$ cat src/verilog/ipm_params.svh
// Constants for the interrupt priority and power mode block
`ifndef IPM_PARAMS_SVH
`define IPM_PARAMS_SVH
`define IPM_ADDR_PRIO_HI    8'hb7
`define IPM_ADDR_PRIO_LO    8'hb8
`define IPM_ADDR_PWR_CTRL   8'h87
`define IPM_PRIO_RESET      8'h00
`define IPM_PRIO_MASK       8'h7f
`define IPM_PWR_RESET       8'h00
`define IPM_BIT_IDLE        0
`define IPM_BIT_PDOWN       1
`define IPM_BIT_GFA         2
`define IPM_BIT_GFB         3
`define IPM_SRC_EXT0        0
`define IPM_SRC_EXT1        2
`define IPM_SRC_TMR0        1
`define IPM_SRC_TMR1        3
`define IPM_SRC_SERIAL      4
`define IPM_SRC_TMR2        5
`define IPM_SRC_CNTARR      6
`define IPM_NUM_SRC         7
`define IPM_RST_MIN_OSC     24
`define IPM_OSC_STABLE_CYC  16
`endif

$ cat src/verilog/ipm_pkg.sv
// Types for the interrupt priority and power mode block
`default_nettype none
package ipm_pkg;
    typedef enum logic [1:0] {
        IPM_RUN,
        IPM_IDLE,
        IPM_PDOWN,
        IPM_WAKE
    } ipm_mode_t;
endpackage
`default_nettype wire
$ cat src/verilog/ipm_core.sv
// Interrupt priority registers and idle / power-down mode control
//
// The strobed register port was left to the implementer.
`timescale 1ns/1ps
`include "ipm_params.svh"
`default_nettype none

// Summary of operation
// - Low priority register holds low priority bit per source, bits 6..0.
// - High priority register holds matching high-order priority bits.
// - Code {high,low} gives four levels; higher level wins on coincidence.
// - Reset clears both priority registers.
// - Idle-setting write completes, then core executes nothing further.
// - In idle only the core clock is gated; peripherals keep running.
// - Core state is held unchanged during idle.
// - Ports hold levels in idle; address latch and store strobes held high.
// - Enabled interrupt during idle clears idle bit and is serviced.
// - After return, execution resumes after the idle-entering instruction.
// - Reset ends idle; two machine cycles of reset suffice.
// - Power-down stops the oscillator after the requesting instruction.
// - RAM and registers keep contents in power-down.
// - Power-down exits only on reset or external interrupt.
// - Only enabled external interrupts wake from power-down.
// - Low enabled pin restarts oscillator; exit completes when pin rises.
// - With both enabled, restart on either low; exit on first release.
// - With both waking, the higher priority one is serviced.
// - After return, execution continues after the power-down instruction.
// - Reset exit reinitialises registers; interrupt exit leaves them.
// - Idle with power-down uses power-down exit, clears both bits.
module ipm_core #(
    parameter int NUM_SRC        = `IPM_NUM_SRC,
    parameter int OSC_STABLE_CYC = `IPM_OSC_STABLE_CYC
) (
    input  wire logic               i_core_clk,
    input  wire logic               i_srst,
    input  wire logic [7:0]         i_addr,
    input  wire logic [7:0]         i_wdata,
    input  wire logic               i_wr,
    input  wire logic               i_rd,
    output logic      [7:0]         o_rdata,
    input  wire logic [NUM_SRC-1:0] i_irq_req,
    input  wire logic [NUM_SRC-1:0] i_irq_en,
    input  wire logic               i_ext_irq_pin_a_n,
    input  wire logic               i_ext_irq_pin_b_n,
    input  wire logic               i_irq_ack,
    output logic                    o_core_clk_en,
    output logic                    o_osc_en,
    output logic                    o_strobe_hold_high,
    output logic                    o_port_hold,
    output logic                    o_irq_valid,
    output logic      [2:0]         o_irq_src,
    output logic      [1:0]         o_irq_level
);

    initial begin
        if (NUM_SRC != `IPM_NUM_SRC) begin
            $error("NUM_SRC must be 7");
        end
        if (NUM_SRC > 8) begin
            $error("NUM_SRC must fit the 3-bit source index");
        end
        if (OSC_STABLE_CYC < 1) begin
            $error("OSC_STABLE_CYC must be at least 1");
        end
        if (OSC_STABLE_CYC > 65535) begin
            $error("OSC_STABLE_CYC must fit a 16-bit settling counter");
        end
    end

    localparam int CW = $clog2(OSC_STABLE_CYC + 1);

    logic [7:0]         prio_lo_q;
    logic [7:0]         prio_lo_d;
    logic [7:0]         prio_hi_q;
    logic [7:0]         prio_hi_d;
    logic [7:0]         pwr_q;
    logic [7:0]         pwr_d;
    ipm_pkg::ipm_mode_t mode_q;
    ipm_pkg::ipm_mode_t mode_d;
    logic [CW-1:0]      stab_q;
    logic [CW-1:0]      stab_d;
    logic [7:0]         rdata_d;
    logic               ext_a_low_q;
    logic               ext_b_low_q;
    logic               sel_lo;
    logic               sel_hi;
    logic               sel_pwr;
    logic               ext_a_act;
    logic               ext_b_act;
    logic               any_low;
    logic               released;
    logic               stable;
    logic               pwr_wr;
    logic               req_idle;
    logic               req_pdown;
    logic               run_d;
    logic               idle_d;
    logic               osc_d;
    logic [7:0]         prio_lo_rd;
    logic [7:0]         prio_hi_rd;
    logic [7:0]         pwr_rd;

    assign sel_lo  = (i_addr == `IPM_ADDR_PRIO_LO);
    assign sel_hi  = (i_addr == `IPM_ADDR_PRIO_HI);
    assign sel_pwr = (i_addr == `IPM_ADDR_PWR_CTRL);

    // Named priority fields; bit 7 has no storage behind it and reads zero
    wire counter_array_prio_lo = prio_lo_q[`IPM_SRC_CNTARR];
    wire timer2_prio_lo        = prio_lo_q[`IPM_SRC_TMR2];
    wire serial_prio_lo        = prio_lo_q[`IPM_SRC_SERIAL];
    wire timer1_prio_lo        = prio_lo_q[`IPM_SRC_TMR1];
    wire ext_irq1_prio_lo      = prio_lo_q[`IPM_SRC_EXT1];
    wire timer0_prio_lo        = prio_lo_q[`IPM_SRC_TMR0];
    wire ext_irq0_prio_lo      = prio_lo_q[`IPM_SRC_EXT0];
    wire counter_array_prio_hi = prio_hi_q[`IPM_SRC_CNTARR];
    wire timer2_prio_hi        = prio_hi_q[`IPM_SRC_TMR2];
    wire serial_prio_hi        = prio_hi_q[`IPM_SRC_SERIAL];
    wire timer1_prio_hi        = prio_hi_q[`IPM_SRC_TMR1];
    wire ext_irq1_prio_hi      = prio_hi_q[`IPM_SRC_EXT1];
    wire timer0_prio_hi        = prio_hi_q[`IPM_SRC_TMR0];
    wire ext_irq0_prio_hi      = prio_hi_q[`IPM_SRC_EXT0];
    assign prio_lo_rd = {1'b0, counter_array_prio_lo, timer2_prio_lo, serial_prio_lo,
                         timer1_prio_lo, ext_irq1_prio_lo, timer0_prio_lo,
                         ext_irq0_prio_lo};
    assign prio_hi_rd = {1'b0, counter_array_prio_hi, timer2_prio_hi, serial_prio_hi,
                         timer1_prio_hi, ext_irq1_prio_hi, timer0_prio_hi,
                         ext_irq0_prio_hi};

    // Power control fields; the upper nibble is not stored
    wire idle_request_bit      = pwr_q[`IPM_BIT_IDLE];
    wire powerdown_request_bit = pwr_q[`IPM_BIT_PDOWN];
    wire general_flag_a        = pwr_q[`IPM_BIT_GFA];
    wire general_flag_b        = pwr_q[`IPM_BIT_GFB];
    assign pwr_rd = {4'h0, general_flag_b, general_flag_a,
                     powerdown_request_bit, idle_request_bit};

    // Per-source level and candidate search
    logic [1:0] lvl [NUM_SRC];
    logic [NUM_SRC-1:0] pend;
    assign pend = i_irq_req & i_irq_en;
    genvar g;
    generate
        for (g = 0; g < NUM_SRC; g++) begin : g_lvl
            assign lvl[g] = {prio_hi_q[g], prio_lo_q[g]};
        end
    endgenerate

    // Lowest index wins ties, so the loop runs downward with >= compare
    logic       best_v;
    logic [2:0] best_s;
    logic [1:0] best_l;
    always_comb begin
        best_v = 1'b0;
        best_s = 3'h0;
        best_l = 2'h0;
        for (int k = NUM_SRC - 1; k >= 0; k--) begin
            if (pend[k] && (!best_v || lvl[k] >= best_l)) begin
                best_v = 1'b1;
                best_s = 3'(k);
                best_l = lvl[k];
            end
        end
    end

    // Wake sources in power-down: enabled external pins only
    assign ext_a_act = i_irq_en[`IPM_SRC_EXT0] & ~i_ext_irq_pin_a_n;
    assign ext_b_act = i_irq_en[`IPM_SRC_EXT1] & ~i_ext_irq_pin_b_n;
    assign any_low   = ext_a_act | ext_b_act;
    // Exit completes once a pin that was held low is released
    assign released  = (ext_a_low_q & i_ext_irq_pin_a_n) |
                       (ext_b_low_q & i_ext_irq_pin_b_n);
    // Settling is counted in core clocks once a pin restarts the oscillator
    assign stable    = (stab_q == CW'(OSC_STABLE_CYC));

    assign pwr_wr    = i_wr & sel_pwr;
    assign req_idle  = pwr_wr & i_wdata[`IPM_BIT_IDLE];
    assign req_pdown = pwr_wr & i_wdata[`IPM_BIT_PDOWN];

    // Bit 7 is masked on write, so no write can ever set it
    always_comb begin
        prio_lo_d = prio_lo_q;
        prio_hi_d = prio_hi_q;
        if (i_wr && sel_lo) begin
            prio_lo_d = i_wdata & `IPM_PRIO_MASK;
        end
        if (i_wr && sel_hi) begin
            prio_hi_d = i_wdata & `IPM_PRIO_MASK;
        end
    end

    always_comb begin
        mode_d = mode_q;
        pwr_d  = pwr_q;
        stab_d = stab_q;
        case (mode_q)
            ipm_pkg::IPM_RUN: begin
                if (pwr_wr) begin
                    pwr_d = i_wdata & 8'h0f;
                end
                // The writing cycle completes; gating starts on the next edge
                if (req_pdown) begin
                    mode_d = ipm_pkg::IPM_PDOWN;
                end else if (req_idle) begin
                    mode_d = ipm_pkg::IPM_IDLE;
                end
            end
            ipm_pkg::IPM_IDLE: begin
                if (best_v) begin
                    pwr_d[`IPM_BIT_IDLE] = 1'b0;
                    mode_d = ipm_pkg::IPM_RUN;
                end
            end
            ipm_pkg::IPM_PDOWN: begin
                stab_d = '0;
                if (any_low) begin
                    mode_d = ipm_pkg::IPM_WAKE;
                end
            end
            ipm_pkg::IPM_WAKE: begin
                if (!stable) begin
                    stab_d = stab_q + CW'(1);
                end
                // Pin held too briefly: go back to sleep rather than half-exit
                if (!any_low && !(stable && released)) begin
                    mode_d = ipm_pkg::IPM_PDOWN;
                end else if (stable && released) begin
                    pwr_d[`IPM_BIT_IDLE]  = 1'b0;
                    pwr_d[`IPM_BIT_PDOWN] = 1'b0;
                    mode_d = ipm_pkg::IPM_RUN;
                end
            end
            default: mode_d = ipm_pkg::IPM_RUN;
        endcase
    end

    // Unmapped addresses and idle cycles read as zero
    always_comb begin
        rdata_d = 8'h00;
        if (i_rd) begin
            if (sel_lo) begin
                rdata_d = prio_lo_rd;
            end else if (sel_hi) begin
                rdata_d = prio_hi_rd;
            end else if (sel_pwr) begin
                rdata_d = pwr_rd;
            end
        end
    end

    // Outputs follow the next mode so they turn on the same edge as the state
    assign run_d  = (mode_d == ipm_pkg::IPM_RUN);
    assign idle_d = (mode_d == ipm_pkg::IPM_IDLE);
    assign osc_d  = (mode_d != ipm_pkg::IPM_PDOWN);

    // Priority registers change only on a write or under reset, never on exit by pin
    always_ff @(posedge i_core_clk) begin
        if (i_srst) begin
            prio_lo_q <= `IPM_PRIO_RESET;
            prio_hi_q <= `IPM_PRIO_RESET;
        end else begin
            prio_lo_q <= prio_lo_d;
            prio_hi_q <= prio_hi_d;
        end
    end

    always_ff @(posedge i_core_clk) begin
        if (i_srst) begin
            pwr_q  <= `IPM_PWR_RESET;
            mode_q <= ipm_pkg::IPM_RUN;
        end else begin
            pwr_q  <= pwr_d;
            mode_q <= mode_d;
        end
    end

    // Oscillator settling count, only advanced while waking
    always_ff @(posedge i_core_clk) begin
        if (i_srst) begin
            stab_q <= '0;
        end else begin
            stab_q <= stab_d;
        end
    end

    // Pin history, so that a release is judged against the cycle before
    always_ff @(posedge i_core_clk) begin
        if (i_srst) begin
            ext_a_low_q <= 1'b0;
            ext_b_low_q <= 1'b0;
        end else begin
            ext_a_low_q <= ext_a_act;
            ext_b_low_q <= ext_b_act;
        end
    end

    // Read data stand for one cycle only, zero otherwise
    always_ff @(posedge i_core_clk) begin
        if (i_srst) begin
            o_rdata <= 8'h00;
        end else begin
            o_rdata <= rdata_d;
        end
    end

    // Gating comes from flip-flops so the core clock enable is glitch free
    always_ff @(posedge i_core_clk) begin
        if (i_srst) begin
            o_core_clk_en <= 1'b1;
            o_osc_en      <= 1'b1;
        end else begin
            o_core_clk_en <= run_d;
            o_osc_en      <= osc_d;
        end
    end

    always_ff @(posedge i_core_clk) begin
        if (i_srst) begin
            o_strobe_hold_high <= 1'b0;
            o_port_hold        <= 1'b0;
        end else begin
            o_strobe_hold_high <= idle_d;
            o_port_hold        <= !run_d;
        end
    end

    // Acknowledge drops the request for a cycle so the core takes it once
    always_ff @(posedge i_core_clk) begin
        if (i_srst) begin
            o_irq_valid <= 1'b0;
        end else begin
            o_irq_valid <= best_v && !i_irq_ack;
        end
    end

    always_ff @(posedge i_core_clk) begin
        if (i_srst) begin
            o_irq_src   <= 3'h0;
            o_irq_level <= 2'h0;
        end else begin
            o_irq_src   <= best_s;
            o_irq_level <= best_l;
        end
    end

endmodule // ipm_core
`default_nettype wire

$ cat config.mk
export PLATFORM = sky130hd
export DESIGN_NAME = ipm_core
export DESIGN_NICKNAME = d
export VERILOG_FILES = /design/src/verilog/ipm_pkg.sv /design/src/verilog/ipm_core.sv
export VERILOG_INCLUDE_DIRS = /design/src /design/src/verilog
export SDC_FILE = /design/constraint.sdc
export NUM_CORES = 1
export LEC_CHECK = 0
export ABC_AREA = 1
export ABC_CLOCK_PERIOD_IN_PS = 7700
export BUFFER_PORTS_ARGS = -buffer_cell sky130_fd_sc_hd__buf_2
export CAP_MARGIN = 25
export CORE_MARGIN = 3
export CORE_UTILIZATION = 50
export DETAILED_ROUTE_END_ITERATION = 10
export PLACE_DENSITY = 0.75
export SETUP_SLACK_MARGIN = 0.05
export SYNTH_ARGS = -nofsm -noshare
export SYNTH_HDL_FRONTEND = slang
export SYNTH_SLANG_ARGS = --single-unit
$ cat constraint.sdc
create_clock -name i_core_clk -period 7.7 [get_ports i_core_clk]
set_input_delay 0.77 -clock i_core_clk [delete_from_list [all_inputs] [get_ports i_core_clk]]
set_output_delay 0.77 -clock i_core_clk [all_outputs]
set_load 0.01 [all_outputs]
==> metrics.md <==
| Metric | Value |
|---|---|
| Core Area | `0.004504 mm^2` |
| Congestion Overflow GR | `0` |
| Crit path arrival time | `6.41 ns` |
| Top cell type by total area after synthesis | `sky130_fd_sc_hd__dfxtp_1` |
| Slew at the pin closest to its max-slew limit | `between 0.5 and 0.6 ns` |
| Startpoint type of the worst setup path | `input port` |
| CTS sink count | `44` |
| Number of gates resized after CTS | `0` |
| Fraction of the yosys area taken by sequential cells | `36.53%` |
| Yosys reg bits | `44` |
| Number of max-cap violations | `0` |
| Flip-flop cell with the highest count after synthesis | `sky130_fd_sc_hd__dfxtp_1` |
| Run status | `finished, final reports clean` |
| Post-route cell area | `0.002798 mm^2` |
| Cells after synthesis | `342` |
| Full die area | `0.005691 mm^2` |
| Overall track demand over capacity in global routing | `19.24%` |
| Top Ports | `55` |
| Final worst-path setup slack | `around 1.5 ns` |
| Buffer cell driving the clock tree root | `sky130_fd_sc_hd__clkbuf_8` |
| Antenna-violating nets left | `0` |
| Number of buffers on the longest clock path | `2` |
| Hold-fix buffers, CTS | `0` |
| Via count of the first global-routing pass | `2028` |
| Postcts setup bufs | `0` |
| Crit Path Category | `input port to flip-flop` |
| Detail-routed net length per standard cell | `11.38 um` |
| Most used cell along the critical path | `sky130_fd_sc_hd__nand2_1` |
| Area growth from synthesis to layout | `16.04%` |
| Yosys warning count | `0` |
| Total count of max-transition violations in the final report | `0` |
| DIE WIDTH | `between 70 and 80 um` |
| Leakage power total | `1.420 nW` |
| Router iterations before antenna repair | `5` |
| Pin count of the biggest net entering global routing | `24` |
| Number of design-rule violations left by the first detailed-router iteration | `105` |
| Worst relative slew slack | `60.01%` |
| Maximum fanout count along the critical path | `6` |
| Total cell area at the placement stage | `0.002700 mm^2` |
| Row count | `24` |
| Most repeated cell in the gate-level netlist after synthesis | `sky130_fd_sc_hd__inv_1` |
| Total number of nets in the final design | `446` |
| Number of H-tree branching levels | `2` |
| Portion of synthesized cell area occupied by the leading cell type | `36.53%` |
| Via Count | `2226` |
| Period minus WS final | `6.208 ns` |
| Layout cells sized above 1 | `22.22%` |
| Setup repair after global routing missed its margin | `false` |
| Pre-CTS setup slack | `1.159 ns` |
| Number of different library cells in the post-synthesis netlist | `36` |
| Number of buffers created by CTS | `5` |
| Total negative setup slack | `0 ns` |
| Mapped cell area | `0.002411 mm^2` |
| Final antenna diode count | `0` |
| Ranking of synthesized cells by area | `sky130_fd_sc_hd__dfxtp_1, sky130_fd_sc_hd__inv_1, sky130_fd_sc_hd__nand2_1, sky130_fd_sc_hd__ha_1, sky130_fd_sc_hd__nand3_1` |
| Crit. End Element | `flip-flop` |
| Setup Skew | `slightly below 0.004 ns` |
| Later-pin clock latency in the skew report | `roughly 0.29 ns` |
| Clock tree from TritonCTS | `yes` |
| Peak supply drop | `0.00009851 V` |
| Initial cell density of the core | `53.53%` |
| Data required time at the worst endpoint | `~7.9 ns` |
| Vias per std cell | `4.969` |
| Placer's final routability congestion estimate | `0.8310` |
| Final setup violation count | `0` |
| Mean Syn Cell Area | `7.050 um^2` |
| Hold/Removal Path Class | `flip-flop to flip-flop` |
| Antenna violations before repair | `0` |
| FMAX | `0.1611 GHz` |
| Most frequent cells after synthesis | `sky130_fd_sc_hd__inv_1, sky130_fd_sc_hd__nand2_1, sky130_fd_sc_hd__dfxtp_1` |
| Power density relative to cell area | `154.6 mW/mm^2` |
| HPWL after detailed placement | `4.137 mm` |
| Standard cell with the maximum stage delay on the critical path | `sky130_fd_sc_hd__ha_1` |
| Synth Net Count | `393` |
| Number of I/O port buffers | `52` |
| Post-synth EDFFs | `0` |
| Die span in y | `75.44 um` |
| Share of flip-flops with an asynchronous set or reset after synthesis | `0%` |
| Crit-path max cell delay | `0.28 ns` |
| Clock input transition at the sequential cells of the worst setup and hold paths | `0.08 ns` |
| Total Routed Length | `roughly 5 mm` |
| DRC violations left | `0` |
| Endpoints failing hold | `0` |
| Fillers | `439` |
| Wire length of the first global-routing pass | `approximately 8.5 mm` |
| Final clock period utilization by the worst path | `80.62%` |
## power breakdown
part	internal, mW	total [mW]	leakage, nW	switching [mW]
clock	0.0726	0.151	0.0434	0.0788
combinational	0.0202	0.0499	1.02	0.0297
sequential	0.230	0.231	0.356	0.000658
total	0.323	0.432	1.42	0.109
## cell families (layout without fill, tap and decap cells)
family	count (synthesis)	after routing	share of synthesized area, %
DFF	44	44	36.53
xor gates and xnor gates	1	1	0.3633
adders and majority gates	14	14	7.265
AOI/OAI and AO/OA	60	60	13.29
and+or+nand+nor	144	144	29.68
other	1	1	0.1555
buffers and inverters	78	132	12.71
## final timing paths
check | startpoint | to | slack [ns] | cells after the start
setup / recovery | i_irq_req[6] | o_irq_src[2] | 1.49 | 45
hold / removal | prio_lo_q[6] | o_rdata[6] | 0.46 | 2
setup reg to reg | prio_hi_q[6] | o_irq_src[2] | 1.75 | 44
hold reg to reg | prio_lo_q[6] | o_rdata[6] | 0.46 | 2
## registers in the layout, indices dropped and copies added (netlist names)
| name | flops |
|---|---|
| o_rdata | 7 |
| prio_hi_q | 7 |
| prio_lo_q | 7 |
| stab_q | 5 |
| pwr_q | 4 |
| o_irq_src | 3 |
| mode_q | 2 |
| o_irq_level | 2 |
| ext_a_low_q | 1 |
| ext_b_low_q | 1 |
| o_core_clk_en | 1 |
| o_irq_valid | 1 |
| o_osc_en | 1 |
| o_port_hold | 1 |
| o_strobe_hold_high | 1 |
## metrics by stage
step           power, mW  hold slack (ns)  utilization (%)  cells
2_1_floorplan     0.2676           0.4304                -    342
3_3_place_gp      0.2850           0.4483            59.94    440
3_5_place_dp      0.2868           0.4488            59.94    440
4_1_cts           0.4374           0.4618            62.11    448
5_1_grt           0.4552           0.4821            62.11    448
6_report          0.4325           0.4594            62.11    448
## placed cells by master (no fill, tap or decap)
cell type / netlist / final
sky130_fd_sc_hd__nor3b_1: 1 / 1
sky130_fd_sc_hd__o21ai_1: 3 / 3
sky130_fd_sc_hd__or3_1: 1 / 1
sky130_fd_sc_hd__and2_1: 3 / 3
sky130_fd_sc_hd__nor2_4: 1 / 1
sky130_fd_sc_hd__a21oi_1: 24 / 24
sky130_fd_sc_hd__a31oi_1: 2 / 2
sky130_fd_sc_hd__and2_2: 2 / 2
sky130_fd_sc_hd__nand2_2: 6 / 6
sky130_fd_sc_hd__o211ai_2: 1 / 1
sky130_fd_sc_hd__dfxtp_1: 44 / 44
sky130_fd_sc_hd__nand3_2: 3 / 3
sky130_fd_sc_hd__xor2_1: 1 / 1
sky130_fd_sc_hd__nor3_2: 1 / 1
sky130_fd_sc_hd__clkinvlp_4: 0 / 2
sky130_fd_sc_hd__nand3b_1: 4 / 4
sky130_fd_sc_hd__o22ai_1: 5 / 5
sky130_fd_sc_hd__o21ai_0: 24 / 24
sky130_fd_sc_hd__nor2_1: 20 / 20
sky130_fd_sc_hd__nor2_2: 5 / 5
sky130_fd_sc_hd__nor4_1: 2 / 2
sky130_fd_sc_hd__conb_1: 1 / 1
sky130_fd_sc_hd__nand4_2: 1 / 1
sky130_fd_sc_hd__buf_2: 1 / 52
sky130_fd_sc_hd__clkbuf_8: 0 / 6
sky130_fd_sc_hd__nand4_1: 4 / 4
sky130_fd_sc_hd__nor2_8: 1 / 1
sky130_fd_sc_hd__inv_2: 7 / 7
sky130_fd_sc_hd__a22o_1: 1 / 1
sky130_fd_sc_hd__inv_1: 65 / 65
sky130_fd_sc_hd__nand3_1: 26 / 26
sky130_fd_sc_hd__ha_1: 14 / 14
sky130_fd_sc_hd__nand2_1: 58 / 58
sky130_fd_sc_hd__nor3_1: 5 / 5
## per-layer routing
metal  GRT usage [%]  routed length, um  vias to the layer above  part of all wire (%)
li1                -                  -                     1197                     -
met1           23.58               2358                      969                    46
met5               0                  0                        -                     0
met3           4.485                271                        4                   5.3
met4           4.660                 45                        0                  0.88
met2           34.04               2423                       56                    48
## critical path, delay by kind of cell
family / cells / cell delay [ns]
adders and majority gates: 6 / 1.59
AOI/OAI and AO/OA: 4 / 0.67
buffers and inverters: 6 / 0.45
and+or+nand+nor: 29 / 2.93
## cell type report
type / count / area [um^2] / share of cell area (%)
Sequential cell: 44 / 880.8 / 31.48
Clock inverter: 2 / 15.01 / 0.5367
Tap cell: 52 / 65.06 / 2.326
Multi-Input combinational cell: 220 / 1224 / 43.74
Timing Repair Buffer: 52 / 260.3 / 9.302
Clock buffer: 6 / 82.58 / 2.952
Inverter: 72 / 270.3 / 9.660
Note: power is estimated with default switching activity, not from simulation.
